$ cat src/rtl/sct4_cfg.svh
// register addresses, field positions, reset values and timing counts of timer four
`ifndef SCT4_CFG_SVH
`define SCT4_CFG_SVH
// register pages
`define SCT4_PAGE_RUN 2'h1
`define SCT4_PAGE_MAIN 2'h2
`define SCT4_PAGE_STOP 2'h3
// register addresses
`define SCT4_ADDR_MODE_EXT 8'h93
`define SCT4_ADDR_STROBES 8'h95
`define SCT4_ADDR_CONTROL 8'hc8
`define SCT4_ADDR_MODE 8'hc9
`define SCT4_ADDR_CAP_LOW 8'hca
`define SCT4_ADDR_CAP_HIGH 8'hcb
`define SCT4_ADDR_COUNT_LOW 8'hcc
`define SCT4_ADDR_COUNT_HIGH 8'hcd
// control register fields
`define SCT4_CON_FULL_OVF 7
`define SCT4_CON_EXT_FLAG 6
`define SCT4_CON_LOW_OVF 5
`define SCT4_CON_LOW_IE 4
`define SCT4_CON_FALL_EN 3
`define SCT4_CON_RUN 2
`define SCT4_CON_CNT_SEL 1
`define SCT4_CON_CAP_SEL 0
// mode register fields
`define SCT4_MOD_SPLIT 7
`define SCT4_MOD_LOW_FAST 6
`define SCT4_MOD_RISE_EN 5
`define SCT4_MOD_FAST 4
`define SCT4_MOD_LOW_RUN 3
`define SCT4_MOD_AUTO_CLR 2
`define SCT4_MOD_CKO_EN 1
`define SCT4_MOD_MS0 0
// extended mode register fields
`define SCT4_EXT_LOW_CS 7
`define SCT4_EXT_CKS 4
`define SCT4_EXT_CAP_MSB 2
`define SCT4_EXT_RD_MASK 8'h97
// strobe fields, shared by run-set, reload and stop pages
`define SCT4_STB_LOW 7
`define SCT4_STB_MAIN 4
// reset values
`define SCT4_RST_BYTE 8'h00
// system clock divided by twelve
`define SCT4_DIV12 4'hb
`endif

$ cat src/rtl/sct4_pkg.sv
// types shared by timer four
package sct4_pkg;
  typedef enum logic [1:0] {
    SCT4_RELOAD_EXT,
    SCT4_RELOAD_SEP,
    SCT4_CAPTURE,
    SCT4_CAPTURE_ZERO
  } sct4_mode_e;
  typedef logic [7:0] sct4_byte_t;
endpackage

$ cat src/rtl/sct4_timer.sv
// timer four: 16-bit or split 8-bit timer with capture, reload and strobes
//
// Function
// - full overflow sets the full overflow flag; software clears it.
// - qualified trigger edge sets external event flag; requests timer interrupt.
// - in power-down with interrupt enabled, external flag is a level wake request.
// - split mode low-half overflow sets the low-half flag; software clears it.
// - low-half irq enable routes low-half flag onto timer interrupt.
// - mode 0 still reports enabled trigger edges on the external flag.
// - count only while main run set; split mode it gates only high half.
// - three select bits choose the count clock among eight sources.
// - two bits choose reload, separate reload, capture, capture with zero.
// - split enable makes two independent 8-bit halves.
// - split low half clock chosen by two bits among four sources.
// - rising edge enable lets rising trigger edges capture or reload.
// - falling edge enable lets falling trigger edges capture or reload.
// - split low half runs only while low-half run bit set.
// - auto-clear drops low run on high overflow in reload modes, on capture event in capture modes.
// - clock output pin driven only while clock-output enable set.
// - three-bit field selects the capture trigger among eight sources.
// - run-set strobes set main run bit, or low run bit in split mode; self clearing.
// - low reload strobe reloads the low half in split mode.
// - main reload strobe reloads both halves, or high half when split.
// - stop strobes clear main run bit, or low run bit in split mode; self clearing.
`include "sct4_cfg.svh"
module sct4_timer
  import sct4_pkg::*;
(
  input wire logic ref_clk,
  input wire logic resetn,
  input wire logic clk_en,
  input wire logic [1:0] sfr_page,
  input wire logic [7:0] sfr_addr,
  input wire logic sfr_wr,
  input wire logic sfr_rd,
  input wire logic [7:0] sfr_wdata,
  output logic [7:0] sfr_rdata,
  input wire logic external_trigger_input,
  input wire logic count_pin,
  input wire logic internal_interrupt_two,
  input wire logic uart_three_baud_overflow,
  input wire logic timer_zero_overflow,
  input wire logic comparator_two_event,
  input wire logic comparator_zero_event,
  input wire logic uart_zero_receive,
  input wire logic crystal_or_ext_clock_in,
  input wire logic internal_interrupt_one,
  input wire logic uart_three_receive,
  input wire logic comparator_zero_output,
  input wire logic comparator_two_output,
  input wire logic internal_slow_oscillator,
  input wire logic power_down,
  input wire logic timer_irq_enable,
  output logic timer_irq,
  output logic wake_request,
  output logic clock_output_pin,
  output logic clock_output_oe
);
  // software visible state
  sct4_byte_t control;
  sct4_byte_t mode;
  sct4_byte_t mode_ext;
  sct4_byte_t low_half_counter;
  sct4_byte_t high_half_counter;
  sct4_byte_t cap_low;
  sct4_byte_t cap_high;
  // internal state
  logic [3:0] div_cnt;
  logic count_pin_q;
  logic cap_src_q;
  logic cko_toggle;

  // register decode
  wire pg_main = sfr_page == `SCT4_PAGE_MAIN;
  wire wr_con = sfr_wr && pg_main && sfr_addr == `SCT4_ADDR_CONTROL;
  wire wr_mod = sfr_wr && pg_main && sfr_addr == `SCT4_ADDR_MODE;
  wire wr_ext = sfr_wr && sfr_page == `SCT4_PAGE_STOP && sfr_addr == `SCT4_ADDR_MODE_EXT;
  wire wr_tl = sfr_wr && pg_main && sfr_addr == `SCT4_ADDR_COUNT_LOW;
  wire wr_th = sfr_wr && pg_main && sfr_addr == `SCT4_ADDR_COUNT_HIGH;
  wire wr_cl = sfr_wr && pg_main && sfr_addr == `SCT4_ADDR_CAP_LOW;
  wire wr_ch = sfr_wr && pg_main && sfr_addr == `SCT4_ADDR_CAP_HIGH;
  wire wr_stb = sfr_wr && sfr_addr == `SCT4_ADDR_STROBES;

  // strobes act in the write cycle and are never stored, so they read zero
  wire stb_run_main = wr_stb && sfr_page == `SCT4_PAGE_RUN && sfr_wdata[`SCT4_STB_MAIN];
  wire stb_run_low = wr_stb && sfr_page == `SCT4_PAGE_RUN && sfr_wdata[`SCT4_STB_LOW];
  wire stb_rl_main = wr_stb && pg_main && sfr_wdata[`SCT4_STB_MAIN];
  wire stb_rl_low = wr_stb && pg_main && sfr_wdata[`SCT4_STB_LOW];
  wire stb_stop_main = wr_stb && sfr_page == `SCT4_PAGE_STOP && sfr_wdata[`SCT4_STB_MAIN];
  wire stb_stop_low = wr_stb && sfr_page == `SCT4_PAGE_STOP && sfr_wdata[`SCT4_STB_LOW];

  // field views
  wire split_enable = mode[`SCT4_MOD_SPLIT];
  wire main_run_bit = control[`SCT4_CON_RUN];
  wire low_half_run_bit = mode[`SCT4_MOD_LOW_RUN];
  wire low_run_auto_clear = mode[`SCT4_MOD_AUTO_CLR];
  wire clock_output_enable = mode[`SCT4_MOD_CKO_EN];
  wire low_half_irq_enable = control[`SCT4_CON_LOW_IE];
  wire falling_edge_enable = control[`SCT4_CON_FALL_EN];
  wire rising_edge_enable = mode[`SCT4_MOD_RISE_EN];
  sct4_mode_e op_mode;
  assign op_mode = sct4_mode_e'({control[`SCT4_CON_CAP_SEL], mode[`SCT4_MOD_MS0]});
  wire reload_mode = !control[`SCT4_CON_CAP_SEL];
  wire capture_mode = control[`SCT4_CON_CAP_SEL];
  wire [2:0] full_sel = {mode_ext[`SCT4_EXT_CKS], mode[`SCT4_MOD_FAST],
                         control[`SCT4_CON_CNT_SEL]};
  wire [1:0] low_sel = {mode_ext[`SCT4_EXT_LOW_CS], mode[`SCT4_MOD_LOW_FAST]};
  wire [2:0] cap_sel = mode_ext[`SCT4_EXT_CAP_MSB:0];

  // system_clock/12 tick; count pin counts on falling edges
  wire div12_tick = div_cnt == `SCT4_DIV12;
  wire pin_tick = count_pin_q && !count_pin;

  // low half clock in split mode
  logic low_src;
  always_comb begin
    case (low_sel)
      2'h0: low_src = div12_tick;
      2'h1: low_src = 1'b1;
      2'h2: low_src = uart_three_baud_overflow;
      2'h3: low_src = internal_interrupt_two;
      default: low_src = 1'b0;
    endcase
  end
  wire low_tick = split_enable && low_half_run_bit && low_src;
  wire low_half_overflow_pulse = low_tick && low_half_counter == 8'hff;

  // main clock; in split mode select 3 gives the high half the low overflow instead of interrupt two
  logic full_src;
  always_comb begin
    case (full_sel)
      3'h0: full_src = div12_tick;
      3'h1: full_src = pin_tick;
      3'h2: full_src = 1'b1;
      3'h3: full_src = split_enable ? low_half_overflow_pulse : internal_interrupt_two;
      3'h4: full_src = uart_three_baud_overflow;
      3'h5: full_src = timer_zero_overflow;
      3'h6: full_src = comparator_two_event;
      3'h7: full_src = comparator_zero_event;
      default: full_src = 1'b0;
    endcase
  end
  wire main_tick = main_run_bit && full_src;
  wire full_tick = !split_enable && main_tick;
  wire high_tick = split_enable && main_tick;
  wire full_ovf = full_tick && {high_half_counter, low_half_counter} == 16'hffff;
  wire high_ovf = high_tick && high_half_counter == 8'hff;
  wire top_ovf = split_enable ? high_ovf : full_ovf;

  // capture trigger selection and edge qualification
  logic cap_src;
  always_comb begin
    case (cap_sel)
      3'h0: cap_src = external_trigger_input;
      3'h1: cap_src = uart_zero_receive;
      3'h2: cap_src = crystal_or_ext_clock_in;
      3'h3: cap_src = internal_interrupt_one;
      3'h4: cap_src = uart_three_receive;
      3'h5: cap_src = comparator_zero_output;
      3'h6: cap_src = comparator_two_output;
      3'h7: cap_src = internal_slow_oscillator;
      default: cap_src = 1'b0;
    endcase
  end
  wire rise_ev = rising_edge_enable && cap_src && !cap_src_q;
  wire fall_ev = falling_edge_enable && !cap_src && cap_src_q;
  wire ext_ev = rise_ev || fall_ev;
  wire cap_ev = ext_ev && capture_mode;
  wire ext_reload = ext_ev && op_mode == SCT4_RELOAD_SEP;
  wire zero_ev = cap_ev && op_mode == SCT4_CAPTURE_ZERO;

  // reload requests per half
  wire reload_low = split_enable ? (reload_mode && low_half_overflow_pulse) || stb_rl_low
                                 : (reload_mode && full_ovf) || stb_rl_main;
  wire reload_high = (reload_mode && top_ovf) || stb_rl_main;

  // next counter values: software write, auto-zero, reload, count
  sct4_byte_t next_tl;
  sct4_byte_t next_th;
  always_comb begin
    next_tl = low_half_counter;
    if (wr_tl) begin
      next_tl = sfr_wdata;
    end else if (zero_ev) begin
      next_tl = 8'h00;
    end else if (reload_low || ext_reload) begin
      next_tl = cap_low;
    end else if (low_tick || full_tick) begin
      next_tl = low_half_counter + 8'h01;
    end
  end
  wire carry_high = full_tick && low_half_counter == 8'hff;
  always_comb begin
    next_th = high_half_counter;
    if (wr_th) begin
      next_th = sfr_wdata;
    end else if (zero_ev) begin
      next_th = 8'h00;
    end else if (reload_high || ext_reload) begin
      next_th = cap_high;
    end else if (high_tick || carry_high) begin
      next_th = high_half_counter + 8'h01;
    end
  end

  // run bits: stop and hardware clear win over set
  wire run_clr_hw = low_run_auto_clear && (reload_mode ? top_ovf : cap_ev);
  wire next_main_run = (wr_con ? sfr_wdata[`SCT4_CON_RUN] : main_run_bit | stb_run_main)
                       && !stb_stop_main;
  wire next_low_run = (wr_mod ? sfr_wdata[`SCT4_MOD_LOW_RUN] : low_half_run_bit
                       | (stb_run_low && split_enable))
                      && !(stb_stop_low && split_enable) && !run_clr_hw;

  // flags: a hardware set wins over a software clear in the same cycle
  wire next_full_flag = (wr_con ? sfr_wdata[`SCT4_CON_FULL_OVF]
                         : control[`SCT4_CON_FULL_OVF]) || top_ovf;
  wire next_ext_flag = (wr_con ? sfr_wdata[`SCT4_CON_EXT_FLAG]
                        : control[`SCT4_CON_EXT_FLAG]) || ext_ev;
  wire next_low_flag = (wr_con ? sfr_wdata[`SCT4_CON_LOW_OVF]
                        : control[`SCT4_CON_LOW_OVF]) || low_half_overflow_pulse;
  wire [7:0] next_control = {next_full_flag, next_ext_flag, next_low_flag,
                             wr_con ? sfr_wdata[4:3] : control[4:3], next_main_run,
                             wr_con ? sfr_wdata[1:0] : control[1:0]};
  wire [7:0] next_mode = {wr_mod ? sfr_wdata[7:4] : mode[7:4], next_low_run,
                          wr_mod ? sfr_wdata[2:0] : mode[2:0]};

  // interrupt and wake; flags stay asserted as levels
  wire next_irq = next_full_flag || next_ext_flag
                  || (next_low_flag && low_half_irq_enable);
  wire next_wake = power_down && timer_irq_enable && next_ext_flag;

  // read mux, unmapped addresses and strobes read zero
  logic [7:0] rd_mux;
  always_comb begin
    rd_mux = 8'h00;
    if (pg_main) begin
      case (sfr_addr)
        `SCT4_ADDR_CONTROL: rd_mux = control;
        `SCT4_ADDR_MODE: rd_mux = mode;
        `SCT4_ADDR_COUNT_LOW: rd_mux = low_half_counter;
        `SCT4_ADDR_COUNT_HIGH: rd_mux = high_half_counter;
        `SCT4_ADDR_CAP_LOW: rd_mux = cap_low;
        `SCT4_ADDR_CAP_HIGH: rd_mux = cap_high;
        default: rd_mux = 8'h00;
      endcase
    end else if (sfr_page == `SCT4_PAGE_STOP && sfr_addr == `SCT4_ADDR_MODE_EXT) begin
      rd_mux = mode_ext & `SCT4_EXT_RD_MASK;
    end
  end

  // prescaler and edge samplers
  always_ff @(posedge ref_clk) begin
    if (!resetn) begin
      div_cnt <= 4'h0;
      count_pin_q <= 1'b0;
      cap_src_q <= 1'b0;
    end else if (clk_en) begin
      div_cnt <= div12_tick ? 4'h0 : div_cnt + 4'h1;
      count_pin_q <= count_pin;
      cap_src_q <= cap_src;
    end
  end

  // control, mode and counters
  always_ff @(posedge ref_clk) begin
    if (!resetn) begin
      control <= `SCT4_RST_BYTE;
      mode <= `SCT4_RST_BYTE;
      mode_ext <= `SCT4_RST_BYTE;
      low_half_counter <= `SCT4_RST_BYTE;
      high_half_counter <= `SCT4_RST_BYTE;
    end else if (clk_en) begin
      control <= next_control;
      mode <= next_mode;
      if (wr_ext) begin
        mode_ext <= sfr_wdata & `SCT4_EXT_RD_MASK; // reserved bits never stored
      end
      low_half_counter <= next_tl;
      high_half_counter <= next_th;
    end
  end

  // capture pair; a capture event wins over a software write
  always_ff @(posedge ref_clk) begin
    if (!resetn) begin
      cap_low <= `SCT4_RST_BYTE;
      cap_high <= `SCT4_RST_BYTE;
    end else if (clk_en) begin
      if (cap_ev) begin
        cap_low <= low_half_counter;
        cap_high <= high_half_counter;
      end else begin
        if (wr_cl) cap_low <= sfr_wdata;
        if (wr_ch) cap_high <= sfr_wdata;
      end
    end
  end

  // registered outputs; clock out toggles on each top overflow
  always_ff @(posedge ref_clk) begin
    if (!resetn) begin
      sfr_rdata <= 8'h00;
      timer_irq <= 1'b0;
      wake_request <= 1'b0;
      cko_toggle <= 1'b0;
      clock_output_pin <= 1'b0;
      clock_output_oe <= 1'b0;
    end else if (clk_en) begin
      if (sfr_rd) sfr_rdata <= rd_mux;
      timer_irq <= next_irq;
      wake_request <= next_wake;
      cko_toggle <= cko_toggle ^ top_ovf;
      clock_output_pin <= clock_output_enable && (cko_toggle ^ top_ovf);
      clock_output_oe <= clock_output_enable;
    end
  end

  // checks
  full_flag_set_a: assert property (@(posedge ref_clk) disable iff (!resetn)
    clk_en && top_ovf |=> control[`SCT4_CON_FULL_OVF])
    else $error("full overflow flag not set");
  ext_flag_set_a: assert property (@(posedge ref_clk) disable iff (!resetn)
    clk_en && ext_ev |=> control[`SCT4_CON_EXT_FLAG] ##1 timer_irq || !clk_en)
    else $error("external flag or interrupt missing");
  low_flag_set_a: assert property (@(posedge ref_clk) disable iff (!resetn)
    clk_en && low_half_overflow_pulse |=> control[`SCT4_CON_LOW_OVF])
    else $error("low half flag not set");
  low_irq_gate_a: assert property (@(posedge ref_clk) disable iff (!resetn)
    clk_en && $past(clk_en) && !$past(next_full_flag) && !$past(next_ext_flag)
    |-> timer_irq == $past(next_low_flag && low_half_irq_enable))
    else $error("low half interrupt gating wrong");
  run_set_a: assert property (@(posedge ref_clk) disable iff (!resetn)
    clk_en && stb_run_main && !stb_stop_main && !wr_con |=> main_run_bit)
    else $error("run strobe did not set run bit");
  run_stop_a: assert property (@(posedge ref_clk) disable iff (!resetn)
    clk_en && stb_stop_main |=> !main_run_bit)
    else $error("stop strobe did not clear run bit");
  auto_clear_a: assert property (@(posedge ref_clk) disable iff (!resetn)
    clk_en && run_clr_hw |=> !low_half_run_bit)
    else $error("low run not auto cleared");
  cko_gate_a: assert property (@(posedge ref_clk) disable iff (!resetn)
    !clock_output_oe |-> !clock_output_pin)
    else $error("clock out driven while disabled");
  capture_copy_a: assert property (@(posedge ref_clk) disable iff (!resetn)
    clk_en && cap_ev |=> {cap_high, cap_low} == $past({high_half_counter, low_half_counter}))
    else $error("capture pair not loaded");
  stopped_hold_a: assert property (@(posedge ref_clk) disable iff (!resetn)
    clk_en && !split_enable && !main_run_bit && !wr_tl && !wr_th && !ext_ev && !stb_rl_main
    |=> high_half_counter == $past(high_half_counter))
    else $error("counter moved while stopped");
  low_reload_a: assert property (@(posedge ref_clk) disable iff (!resetn)
    clk_en && split_enable && stb_rl_low && !wr_tl && !zero_ev
    |=> low_half_counter == $past(cap_low))
    else $error("low half not reloaded");
  main_reload_a: assert property (@(posedge ref_clk) disable iff (!resetn)
    clk_en && stb_rl_main && !wr_th && !zero_ev
    |=> high_half_counter == $past(cap_high))
    else $error("high half not reloaded");
  low_hold_a: assert property (@(posedge ref_clk) disable iff (!resetn)
    clk_en && split_enable && !low_half_run_bit && !wr_tl && !zero_ev && !ext_reload
    && !stb_rl_low |=> low_half_counter == $past(low_half_counter))
    else $error("low half moved while stopped");
  auto_zero_a: assert property (@(posedge ref_clk) disable iff (!resetn)
    clk_en && zero_ev && !wr_tl && !wr_th
    |=> {high_half_counter, low_half_counter} == 16'h0000)
    else $error("counter not zeroed at capture");
  freeze_hold_a: assert property (@(posedge ref_clk) disable iff (!resetn)
    !clk_en |=> control == $past(control) && mode == $past(mode)
    && {high_half_counter, low_half_counter} == $past({high_half_counter, low_half_counter}))
    else $error("state moved while clock enable low");
  wake_level_a: assert property (@(posedge ref_clk) disable iff (!resetn)
    clk_en && !wr_con && power_down && timer_irq_enable && control[`SCT4_CON_EXT_FLAG]
    |=> wake_request)
    else $error("wake request missing");
endmodule // sct4_timer

$ cat config.mk
export PLATFORM = sky130hd
export DESIGN_NAME = sct4_timer
export DESIGN_NICKNAME = d
export VERILOG_FILES = /design/src/rtl/sct4_pkg.sv /design/src/rtl/sct4_timer.sv
export VERILOG_INCLUDE_DIRS = /design/src /design/src/rtl
export SDC_FILE = /design/constraint.sdc
export NUM_CORES = 1
export LEC_CHECK = 0
export CAP_MARGIN = 20
export CORE_MARGIN = 2
export CORE_UTILIZATION = 30
export CTS_CLUSTER_SIZE = 25
export DETAILED_ROUTE_END_ITERATION = 8
export DONT_BUFFER_PORTS = 1
export PLACE_DENSITY_LB_ADDON = 0.1
export SLEW_MARGIN = 40
export SYNTH_ARGS = -nofsm -noshare
export SYNTH_HDL_FRONTEND = slang
export SYNTH_SLANG_ARGS = --single-unit
export TNS_END_PERCENT = 10
$ cat constraint.sdc
create_clock -name ref_clk -period 3.2 [get_ports ref_clk]
set_input_delay 0.16 -clock ref_clk [delete_from_list [all_inputs] [get_ports ref_clk]]
set_output_delay 0.16 -clock ref_clk [all_outputs]
set_load 0.1 [all_outputs]
==> run metrics <==
status finished, final reports clean; Logic pwr share 5.5%; RSZ-0062 raised after global routing no; Reg2Reg Depth 6; total net switching power 0.525 mW; Synth-to-Final Area Change 14.7%; remaining global-route overflow 0; die area 0.0171 sq mm; fin crit share 89.3%; via-per-instance ratio 5.77; cell leakage power 1.99 nW; register clock-pin slew on the reported worst setup and hold paths 0.06 ns; Die Ht 131 microns; Synth Flop Type dfxtp_1; CP Launch Type register; Total GRT Usage 22.3%; max_cap viols 0; Die X-Extent 131 microns; Power Internal 1.82 mW; Sw Ratio 22.4%; Initial DRT Pass Iterations 5; sequential share of power 39.9%; PwrDens 423 mW/mm^2; asr flop ratio synth 0%; post-layout power 2.34 mW; average routed wire per standard cell 23.3 microns; Hold Slack 0.0123 ns; Yosys top cell by area dfxtp_1; Core Area 0.0158 sq mm; clk_skew 0.00624 ns; Inserted Clock Buffers 9; fmax 350 MHz; htree depth 3; Hold Crit Depth 2; antenna violations before repair 0; CP Max Fanout 12; # resized after CTS 0; IO Count 51; Placement Setup Slack 0.414 ns; Commonest cells post-synth dfxtp_1, a21oi_1, nand2_1; first-pass GRT wire length 28000 microns; Synth top area share 29.9%; Sink Count 72; Hold Path Class input pin to register; worst skew pair latency 0.35 ns; Worst-Margin Slew 0.688 ns; largest net degree at the start of global routing 38; Rel. slew slack 54.1%; drt drc 0; number of global-route vias before repair 4436; minimum clock period 2.86 ns; PnR worst setup slack 0.341 ns; Iter 0 DRT Violations 395; Met1 Routed Length 8440 microns; synth top area cells dfxtp_1, mux2i_1, a21oi_1, nand2_1, nor2_1; Clk network pwr share 54.6%; setup TNS 0 ns; DP HPWL 12700 microns; Root Driver clkbuf_16; Vias 4617; Synth warnings 0; Syn Nets 626; Mean Syn Cell Area 8.26 sq um; Setup-failing EPs final 0; Post-synth EDFFs 0; post-route ant nets 0; RD Place Congestion 0.894; Mapped Cells 584; met2 WL 8600 microns; CTS Buffer Depth 2; Worst setup EP type register; Max Slew Vio Count 0; number of diodes 0; final wirelength 18700 microns; critical path class register to register; Rows 46; VDD IR max 0.228 mV; Synth cell types 66; share of post-route cells with drive strength above 1 12.3%; count leader, synth dfxtp_1; initial core utilization 30.5%; met3 wire length 1310 microns; WP data arrival 3.10 ns; CTS tree done; Synth Register Bits 72; Highest Signal Layer met4; register area share after synthesis 29.9%; final hold violations 0; Port Buffers 0; Netlist Area Pre-Place 0.00483 sq mm; CP required 3.44 ns; Final nets 621
## registers in the layout (all words and copies together), names as in the netlist
register,flops
cap_high,8
wake_request,1
control,8
mode,8
clock_output_oe,1
cap_low,8
clock_output_pin,1
div_cnt,4
high_half_counter,8
timer_irq,1
mode_ext,5
cap_src_q,1
cko_toggle,1
sfr_rdata,8
low_half_counter,8
count_pin_q,1
## power by group through the flow
stage          clock [mW]  sequential, mW  combinational (mW)
5_1_grt              1.34           0.935               0.139
2_1_floorplan           0           0.961              0.0890
4_1_cts              1.30           0.934               0.128
3_5_place_dp            0           0.954               0.101
6_report             1.28           0.934               0.129
3_3_place_gp            0           0.953               0.101
## per-layer routing
layer	global-route usage (%)	vias up
met5	0	-
met2	35.7	157
met1	30.2	2235
met3	4.93	24
li1	-	2201
met4	6.38	0
## stage by stage
stage          cells  area [sq um]  util, %
2_1_floorplan    584          4830        -
3_3_place_gp     771          5010     31.6
3_5_place_dp     771          5020     31.7
4_1_cts          800          5530     34.9
5_1_grt          800          5540     35.0
6_report         800          5540     35.0
## final cells by class
class                      instances  area, sq um
tap                              216          270
multi-input combinational        457         3140
clock inverter                     6          130
sequential                        72         1450
clock buffer                      10          239
fill                            1646        10300
timing repair buffer              29          260
inverter                          10         37.5
## timing repair
action | CTS | global route
hold buffers | 13 | 0
buffers inserted | 0 | 0
hold endpoints to repair | 41 | 0
setup endpoints to repair | 0 | 0
## cell usage in the layout (no fill, tap or decap), types with 14 or more instances in the layout
master	count
o21a_1	17
buf_4	16
nand2_1	56
a311oi_1	18
mux2i_1	37
dfxtp_1	62
nand3_1	14
nor2_1	55
nor3_1	19
a21oi_1	58
## critical path: stages (launching register included)
cell     delay (ns)
dfxtp_1        0.40
mux4_1         0.63
mux2i_4        0.36
mux2_2         0.43
a41oi_2        0.46
o21ai_0        0.20
o31a_1         0.27
## cell families after synthesis
group           Yosys count  share of synthesized area [%]
compound gates          175                           25.2
xor+xnor                 13                           2.36
fa+ha+maj                 3                          0.778
buf+inv                  55                           5.24
flops                    72                           29.9
mux                      52                           13.9
simple gates            214                           22.6
## worst paths after layout
check	start	to	slack [ns]
setup reg to reg	mode_ext[0]	low_half_counter[5]	0.34
hold reg to reg	count_pin_q	count_pin_q	0.48
hold / removal	timer_irq_enable	wake_request	0.01
setup / recovery	mode_ext[0]	low_half_counter[5]	0.34
Power figures use the tool's default switching activity.
